File: src/verilog/rf_switch_pkg.sv
`default_nettype none
package rf_switch_pkg;
	// Register port geometry
	localparam int ADDR_W = 8;
	localparam int DATA_W = 8;
	// Register offsets
	localparam logic [7:0] ADDR_SWITCH = 8'h20;
	localparam logic [7:0] ADDR_IRQ_STATUS = 8'h21;
	localparam logic [7:0] ADDR_IRQ_MASK = 8'h22;
	// Switch control and status field layout
	localparam int FAULT_MSB = 7;
	localparam int FAULT_LSB = 6;
	localparam int RSVD_MSB = 5;
	localparam int RSVD_LSB = 4;
	localparam int PATH4_BIT = 3;
	localparam int PATH3_BIT = 2;
	localparam int PATH2_BIT = 1;
	localparam int PATH1_BIT = 0;
	localparam int PATH_N = 4;
	// Values after reset and fixed codes
	localparam logic [7:0] SWITCH_RESET = 8'h00;
	localparam logic [3:0] PATH_RESET = 4'h0;
	localparam logic [1:0] FAULT_NONE = 2'h0;
	localparam logic [1:0] RSVD_VALUE = 2'h0;
	localparam logic [7:0] READ_ZERO = 8'h00;
	// Interrupt event bits
	localparam int IRQ_W = 4;
	localparam int IRQ_FAULT_SET = 0;
	localparam int IRQ_FAULT_CLEAR = 1;
	localparam int IRQ_RSVD_WRITE = 2;
	localparam int IRQ_PATH_CHANGE = 3;
	localparam logic [3:0] IRQ_RESET = 4'h0;
	// Reset synchroniser reset value
	localparam logic [1:0] RST_SYNC_RESET = 2'h0;
endpackage
`default_nettype wire
File: src/verilog/irq_if.sv
`timescale 1ns/1ps
`default_nettype none
interface irq_if #(
	parameter int W = 4
);
	logic [W-1:0] event_set;
	logic wr_status;
	logic wr_mask;
	logic [W-1:0] wr_data;
	logic [W-1:0] status;
	logic [W-1:0] mask;
	logic irq;
	modport hub (
		input event_set,
		input wr_status,
		input wr_mask,
		input wr_data,
		output status,
		output mask,
		output irq
	);
	modport core (
		output event_set,
		output wr_status,
		output wr_mask,
		output wr_data,
		input status,
		input mask,
		input irq
	);
endinterface
`default_nettype wire

File: src/verilog/irq_hub.sv
`timescale 1ns/1ps
`default_nettype none
module irq_hub (
	input wire logic i_clk,
	input wire logic i_rst_n,
	irq_if.hub bus
);
	import rf_switch_pkg::*;

	typedef struct packed {
		logic [IRQ_W-1:0] status;
		logic [IRQ_W-1:0] mask;
		logic irq;
	} hub_state_t;

	hub_state_t state;
	hub_state_t next_state;

	// Sticky status: a new event outweighs a write-one clear in the same cycle
	always_comb begin
		next_state = state;
		if (bus.wr_status) begin
			next_state.status = state.status & ~bus.wr_data;
		end
		next_state.status = next_state.status | bus.event_set;
		if (bus.wr_mask) begin
			next_state.mask = bus.wr_data;
		end
		// Output registered so the pin never glitches on a decode
		next_state.irq = |(next_state.status & next_state.mask);
	end

	always_ff @(posedge i_clk or negedge i_rst_n) begin
		if (!i_rst_n) begin
			state <= '{status: IRQ_RESET, mask: IRQ_RESET, irq: 1'h0};
		end else begin
			state <= next_state;
		end
	end

	assign bus.status = state.status;
	assign bus.mask = state.mask;
	assign bus.irq = state.irq;
endmodule
`default_nettype wire

File: src/verilog/rf_switch_ctrl.sv
// Added by the designer: the plain strobed port.
`timescale 1ns/1ps
`default_nettype none
module rf_switch_ctrl (
	input wire logic i_ref_clk,
	input wire logic i_rst_n,
	input wire logic [rf_switch_pkg::ADDR_W-1:0] i_addr,
	input wire logic [rf_switch_pkg::DATA_W-1:0] i_wr_data,
	input wire logic i_wr,
	input wire logic i_rd,
	input wire logic [1:0] i_fault_code,
	output logic [rf_switch_pkg::DATA_W-1:0] o_rd_data,
	output logic o_rd_valid,
	output logic [rf_switch_pkg::PATH_N-1:0] o_path_close,
	output logic o_fault,
	output logic o_irq
);
	import rf_switch_pkg::*;

	typedef struct packed {
		logic [PATH_N-1:0] path;
		logic [1:0] fault;
		logic [DATA_W-1:0] rd_data;
		logic rd_valid;
		logic fault_flag;
	} ctrl_state_t;

	// Which register a strobe selects; at most one of sw, status and mask is ever high, and mapped is set with it
	typedef struct packed {
		logic sw;
		logic status;
		logic mask;
		logic mapped;
	} reg_hit_t;

	logic [1:0] rst_sync;
	logic rst_n;
	ctrl_state_t state;
	ctrl_state_t next_state;
	logic wr_switch;
	logic [IRQ_W-1:0] events;
	reg_hit_t wr_hit;
	reg_hit_t rd_hit;
	logic [PATH_N-1:0] wr_path;
	logic wr_rsvd_dirty;
	logic fault_now;
	logic fault_was;
	logic [DATA_W-1:0] rd_word;

	irq_if #(.W(IRQ_W)) irq_bus ();

	// Packs the visible switch register; reserved field always reads zero
	function automatic logic [DATA_W-1:0] pack_switch(
		input logic [PATH_N-1:0] path,
		input logic [1:0] fault
	);
		logic [DATA_W-1:0] v;
		v = SWITCH_RESET;
		v[FAULT_MSB:FAULT_LSB] = fault;
		v[RSVD_MSB:RSVD_LSB] = RSVD_VALUE;
		v[PATH4_BIT] = path[3];
		v[PATH3_BIT] = path[2];
		v[PATH2_BIT] = path[1];
		v[PATH1_BIT] = path[0];
		return v;
	endfunction

	// Widens an interrupt-sized field into the low bits of a read word
	function automatic logic [DATA_W-1:0] widen_irq(input logic [IRQ_W-1:0] v);
		logic [DATA_W-1:0] w;
		w = READ_ZERO;
		w[IRQ_W-1:0] = v;
		return w;
	endfunction

	// Address decode shared by the write side and the read side
	function automatic reg_hit_t decode_addr(input logic [ADDR_W-1:0] a);
		reg_hit_t h;
		h = '0;
		case (a)
			ADDR_SWITCH: begin
				h.sw = 1'h1;
			end
			ADDR_IRQ_STATUS: begin
				h.status = 1'h1;
			end
			ADDR_IRQ_MASK: begin
				h.mask = 1'h1;
			end
			default: begin
				h = '0; // Unmapped offsets select nothing
			end
		endcase
		h.mapped = h.sw | h.status | h.mask;
		return h;
	endfunction

	// Any nonzero code is a detected fault; the code itself is kept for reads
	function automatic logic fault_present(input logic [1:0] code);
		return code != FAULT_NONE;
	endfunction

	// Pulls the four enables out of a write word by their field positions
	function automatic logic [PATH_N-1:0] path_from_word(input logic [DATA_W-1:0] d);
		logic [PATH_N-1:0] p;
		p = PATH_RESET;
		p[3] = d[PATH4_BIT];
		p[2] = d[PATH3_BIT];
		p[1] = d[PATH2_BIT];
		p[0] = d[PATH1_BIT];
		return p;
	endfunction

	// Nonzero reserved bits in a write word; they are dropped, never stored
	function automatic logic rsvd_dirty(input logic [DATA_W-1:0] d);
		return d[RSVD_MSB:RSVD_LSB] != RSVD_VALUE;
	endfunction

	// Read word for one decoded register; an unmapped offset reads zero
	function automatic logic [DATA_W-1:0] read_word(
		input reg_hit_t h,
		input logic [PATH_N-1:0] path,
		input logic [1:0] fault,
		input logic [IRQ_W-1:0] status,
		input logic [IRQ_W-1:0] mask
	);
		logic [DATA_W-1:0] r;
		r = READ_ZERO;
		if (h.sw) begin
			r = pack_switch(path, fault);
		end else if (h.status) begin
			r = widen_irq(status);
		end else if (h.mask) begin
			r = widen_irq(mask);
		end
		return r;
	endfunction

	// Reset release passes two flops so every block leaves reset together
	always_ff @(posedge i_ref_clk or negedge i_rst_n) begin
		if (!i_rst_n) begin
			rst_sync <= RST_SYNC_RESET;
		end else begin
			rst_sync <= {rst_sync[0], 1'h1};
		end
	end
	assign rst_n = rst_sync[1];

	// Decodes are gated by their strobe so an idle bus selects nothing
	always_comb begin
		wr_hit = '0;
		rd_hit = '0;
		if (i_wr) begin
			wr_hit = decode_addr(i_addr);
		end
		if (i_rd) begin
			rd_hit = decode_addr(i_addr);
		end
	end

	// Single fixed address; any other offset is not the switch register
	assign wr_switch = wr_hit.sw;

	// Write-word and detector views used by the events; fault_now also feeds the next state
	assign wr_path = path_from_word(i_wr_data);
	assign wr_rsvd_dirty = rsvd_dirty(i_wr_data);
	assign fault_now = fault_present(i_fault_code);
	assign fault_was = fault_present(state.fault);

	// Events for the interrupt status register
	always_comb begin
		events = IRQ_RESET;
		events[IRQ_FAULT_SET] = !fault_was && fault_now;
		events[IRQ_FAULT_CLEAR] = fault_was && !fault_now;
		// Software must write zero here; flag it so a driver bug is visible
		events[IRQ_RSVD_WRITE] = wr_switch && wr_rsvd_dirty;
		events[IRQ_PATH_CHANGE] = wr_switch && (wr_path != state.path);
	end

	assign irq_bus.event_set = events;
	assign irq_bus.wr_status = wr_hit.status;
	assign irq_bus.wr_mask = wr_hit.mask;

	// Read word picked from the decoded register, registered in the next state
	assign rd_word = read_word(rd_hit, state.path, state.fault, irq_bus.status, irq_bus.mask);
	assign irq_bus.wr_data = i_wr_data[IRQ_W-1:0];

	irq_hub u_irq_hub (
		.i_clk(i_ref_clk),
		.i_rst_n(rst_n),
		.bus(irq_bus)
	);

	// Next state: enables from writes, fault code from the detector, read port
	always_comb begin
		next_state = state;
		// Only the four enables take write data; bits 7:4 of the write are dropped
		if (wr_switch) begin
			next_state.path[3] = i_wr_data[PATH4_BIT];
			next_state.path[2] = i_wr_data[PATH3_BIT];
			next_state.path[1] = i_wr_data[PATH2_BIT];
			next_state.path[0] = i_wr_data[PATH1_BIT];
		end
		// Fault field follows the detector; no software path can write it
		next_state.fault = i_fault_code;
		next_state.fault_flag = fault_now;
		// Read data stands for exactly one cycle after the strobe
		next_state.rd_valid = i_rd;
		next_state.rd_data = READ_ZERO;
		// Unmapped reads keep the zero word but still raise the valid flag
		if (rd_hit.mapped) begin
			next_state.rd_data = rd_word;
		end
	end

	// All paths open and no fault shown after reset
	always_ff @(posedge i_ref_clk or negedge rst_n) begin
		if (!rst_n) begin
			state <= '{path: PATH_RESET, fault: FAULT_NONE, rd_data: READ_ZERO,
				rd_valid: 1'h0, fault_flag: 1'h0};
		end else begin
			state <= next_state;
		end
	end

	assign o_path_close = state.path;
	assign o_fault = state.fault_flag;
	assign o_rd_data = state.rd_data;
	assign o_rd_valid = state.rd_valid;
	assign o_irq = irq_bus.irq;
endmodule
`default_nettype wire

File: config.mk
export PLATFORM = sky130hd
export DESIGN_NAME = rf_switch_ctrl
export DESIGN_NICKNAME = d
export VERILOG_FILES = /design/src/verilog/rf_switch_pkg.sv /design/src/verilog/irq_if.sv /design/src/verilog/irq_hub.sv /design/src/verilog/rf_switch_ctrl.sv
export SDC_FILE = /design/constraint.sdc
export NUM_CORES = 1
export LEC_CHECK = 0
export BUFFER_PORTS_ARGS = -buffer_cell sky130_fd_sc_hd__buf_2
export CORE_AREA = 2 2 51 53
export DETAILED_ROUTE_END_ITERATION = 8
export DIE_AREA = 0 0 53 55
export GPL_TIMING_DRIVEN = 1
export PLACE_DENSITY_LB_ADDON = 0.15
export SLEW_MARGIN = 20
export SYNTH_ARGS = -nofsm -noshare
export SYNTH_HDL_FRONTEND = slang
export SYNTH_HIERARCHICAL = 1
export SYNTH_SLANG_ARGS = --single-unit
File: constraint.sdc
create_clock -name i_ref_clk -period 1.6 [get_ports i_ref_clk]
set_input_delay 0.08 -clock i_ref_clk [delete_from_list [all_inputs] [get_ports i_ref_clk]]
set_output_delay 0.08 -clock i_ref_clk [all_outputs]
set_load 0.005 [all_outputs]
### Word-level counts from Yosys, hierarchy flattened

Index checks and enable logic that the tools add are counted.

| word-level totals | value |
|---|---|
| word-level logic and storage cells | 48 |
| output and inout port bits | 15 |
| input port bits | 22 |
| bits in registers | 27 |

| operators by class | value |
|---|---|
| reduce and logical (&&, ||, !) cells | 10 |
| eq/ne operators | 4 |
| mux-type cells | 17 |
| bitwise operators | 8 |

Operators by type and width:

| operator | number |
|---|---|
| equality test 8 x 6 -> 1 bit, second input constant | 3 |
| two-way mux 4 bit | 6 |
| two-way mux 8 bit | 2 |
| two-way mux 1 bit | 9 |
| bitwise AND 4 bit | 2 |
| nonzero test 2 bit | 3 |
| logical AND 1 bit | 4 |
| inequality test 4 bit | 1 |
| NOT 4 bit | 1 |
| OR 1 bit | 4 |
| OR 4 bit | 1 |
| OR reduction 4 bit | 1 |
| zero test 1 bit | 2 |

### Depth between registers and ports, before layout

| depth | value |
|---|---|
| depth in word-level cells | 10 |
| gate-level depth with buffers | 6 |
| gate-level depth less buffers | 6 |

### Hierarchy

Netlist, hierarchy kept.

By module, submodules not included:

| module | area each (µm²) | times used | seq. area each (µm²) | cells an instance |
|---|---|---|---|---|
| rf_switch_ctrl | 863.3 | 1 | 400.4 | 77 |
| irq_hub | 362.8 | 1 | 225.2 | 26 |

### Worst setup path after synthesis

Ideal clock, no wire load.

| path | value |
|---|---|
| path kind | input to register |
| start point | in i_addr[0] in the netlist's numbering |
| end point | reg u_irq_hub.state, in the netlist u_irq_hub/bus.irq |
| path slack | 0.280 ns |
| setup time | 0.132 ns |
| cell stages on the path | 6 |
| required time | 1.468 ns |
| data arrival time | 1.188 ns |
| cell sequence | buf_4 > nor2b_1 > and3_2 > mux2_2 > o21ai_2 > nand4_1 |

RTL lines:

| item | line | RTL |
|---|---|---|
| from (decl) | rf_switch_ctrl.sv:7 | `input wire logic [rf_switch_pkg::ADDR_W-1:0] i_addr,` |
| to (signal assigned) | irq_hub.sv:35 | `state <= '{status: IRQ_RESET, mask: IRQ_RESET, irq: 1'h0};` |
| to (signal assigned) | irq_hub.sv:37 | `state <= next_state;` |
| to (decl) | irq_hub.sv:16 | `hub_state_t state;` |

==> impl_metrics.toml <==
[min_path]
hp-class = "in -> reg"

[place]
place_ws_ns = 0.09162
numPortBuffers = 32
hpwl_um = 1700
gp_congestion = 0.8441
placed_cells = 155

[sta]
clock.fmax_ghz = 0.7475
rsz0062_at_grt = "false"
finalSetupTns_ns = 0
min_period_ns = 1.338
setup_viol = 0
worst_slack_ns = 0.2622
report.final.hold_viol_count = 0
slew_violations = 0
fin_worst_skew_ns = 0.004011
period_share_pct = 83.61

[cts]
cts-hold-fix-buffers = 4
cts_buffer_depth = 2
cts_tree = "built"
htreeDepth = 1
cts_root_buf = "clkbuf_4"
cts_sinks = 25
cts_setup_buffers = 0
cts_resized = 0
path_clk_slew_ns = 0.14
cts-buffers-inserted = 3
clk_latency_ns = 0.31

[global_route]
antenna_found_initial = 0
grt_pass1_vias = 741
globalRouteOverflowTotal = 0
grt_first_pass_wirelength_um = 3456
grt_max_degree = 24
grt.total_usage_pct = 17.23

[final_layout]
layout_commonest_cell = "buf_2"
fin_cells = 163
area_delta_synth_final_pct = 14.90
antenna_cells = 0
finish.net_count = 156
drive_above_1_share_pct = 45.11
layout_common_cells = "buf_2, dfrtp_1, a21boi_0"

[floorplanning]
die_w_um = 53
io_pins = 37
rows = 18
core_um2 = 2365
start_util_pct = 51.85
die-area_um2 = 2915
die_y_um = 55

[logic_synthesis]
synth_warnings = 6
netlist.area_leader.share_pct = 51.02
synth_area_um2 = 1226
syn_area_per_cell_um2 = 11.90
synth_top_area_cell = "dfrtp_1"
yosys-top-cells-area = "dfrtp_1, buf_4, a21boi_0, mux2_4, mux2_2"
synth_cells = 103
synth.distinct_cells = 24
ys_seq_area_share_pct = 51.02
ys_seq_elements = 25

[power]
p_comb_share_pct = 12.4
pwr-share-seq_pct = 61.7
intPower_mw = 0.8187
power_density_nw_per_um2 = 769.6
worst_ir_drop_vdd_v = 0.0005751
switchingPower_mw = 0.2656
netSwitchingFraction_pct = 24.50
pwr-share-clk_pct = 25.8
leakagePower_nw = 0.7198

[routing]
dr.pass1.iters = 4
ant_nets = 0
wl_um = 2288
dr_wl_met2_um = 1100
route.met3.wl_um = 96
wl_per_cell_um = 14.04
drt-met1-wl_um = 1047
vias = 818
drcViolationCount = 0
vias_per_cell = 5.018
maxUsedRoutingLayer = "met4"
drtIter0Drc = 9

[critical_path]
start_kind = "register"
path_class = "reg -> reg"
arrival_ns = 1.53
worst_setup_path_end_kind = "register"
rrSetupSlack_ns = 0.26
crit_path_max_fanout = 4
critPathRequiredTime_ns = 1.80

[outcome]
status = "completed"

[run]
drv_cap = 0
-- logic make-up after synthesis --
| logic type | after synthesis | synth area share, % |
|---|---|---|
| simple gates | 33 | 16.53 |
| flops | 25 | 51.02 |
| buf+inv | 14 | 8.877 |
| compound gates | 13 | 8.266 |
| mux | 12 | 11.84 |
| xor+xnor | 4 | 2.857 |
| other cells | 2 | 0.6125 |
-- through the flow --
stage                     area (um^2)  total power, mW  hold WS [ns]  util, %
after floorplan                  1230           0.7569       -0.2156        -
after global placement           1341           0.8055       -0.1353    56.72
after detailed placement         1341           0.8088       -0.1332    56.72
after CTS                        1409            1.095       0.03249    59.58
after global routing             1409            1.133       0.03274    59.58
final                            1409            1.084       0.04471    59.58
-- Yosys cell counts --
| cell | count |
|---|---|
| conb_1 | 2 |
| o211a_1 | 1 |
| dfrtp_1 | 25 |
| and3_1 | 4 |
| nor3b_1 | 1 |
| buf_6 | 1 |
| o21ai_1 | 1 |
| nor2b_1 | 1 |
| mux2_4 | 4 |
| xnor2_1 | 4 |
| mux2_2 | 4 |
| nor4b_4 | 1 |
| and2_1 | 1 |
| nand2_1 | 6 |
| mux2i_1 | 4 |
| o21ai_2 | 3 |
| nor2_1 | 4 |
| and3_2 | 3 |
| or2_2 | 6 |
| or2_1 | 3 |
| a21boi_0 | 8 |
| buf_4 | 13 |
| nand4_1 | 2 |
| nor3_1 | 1 |
-- worst paths after layout --
| check | startpoint | end | cells past startpoint |
|---|---|---|---|
| worst max-delay path | o_path_close[1]$_DFFE_PN0P_ | u_irq_hub/bus.irq$_DFF_PN0_ | 5 |
| worst min-delay path | i_wr_data[3] | o_path_close[3]$_DFFE_PN0P_ | 2 |
| max in group asynchronous | rst_sync[1]$_DFF_PN0_ | u_irq_hub/bus.irq$_DFF_PN0_ | 1 |
| worst max register to register | o_path_close[1]$_DFFE_PN0P_ | u_irq_hub/bus.irq$_DFF_PN0_ | 5 |
| min in group asynchronous | i_rst_n | rst_sync[0]$_DFF_PN0_ | 2 |
| worst min register to register | rst_sync[1]$_DFF_PN0_ | state[11]$_DFF_PN0_ | 1 |
-- flip-flops by register name, summed over array words and instances, names as in the netlist --
register              cells
state                     2
o_rd_valid                1
o_rd_data                 6
u_irq_hub/bus.irq         1
u_irq_hub/bus.mask        4
u_irq_hub/bus.status      4
rst_sync                  2
o_fault                   1
o_path_close              4
-- layer usage --
| layer | GRT usage (%) | vias to the layer above |
|---|---|---|
| li1 | - | 391 |
| met1 | 23.88 | 400 |
| met2 | 25.42 | 23 |
| met3 | 2.957 | 4 |
| met4 | 10.26 | 0 |
| met5 | 0 | - |
-- critical path, stage by stage, from the launching register on --
cell and delay [ns]:
dfrtp_1 0.45, xnor2_1 0.20, nand4_1 0.11, and3_1 0.21, o21ai_2 0.14, nand4_1 0.11
-- power groups by stage --
stage	combinational, mW	clock [mW]	sequential [mW]
floorplan	0.0700	0	0.687
global placement	0.125	0	0.680
detailed placement	0.128	0	0.681
CTS	0.136	0.290	0.669
global route	0.151	0.310	0.672
finish	0.135	0.280	0.669
-- final cells by class --
| class | count | area (um^2) |
|---|---|---|
| Clock buffer | 3 | 22.52 |
| Clock inverter | 1 | 5.005 |
| Fill cell | 221 | 955.9 |
| Multi-Input combinational cell | 65 | 495.5 |
| Sequential cell | 25 | 625.6 |
| Tap cell | 30 | 37.54 |
| Timing Repair Buffer | 39 | 222.7 |
Note: power is estimated with default switching activity, not from simulation.
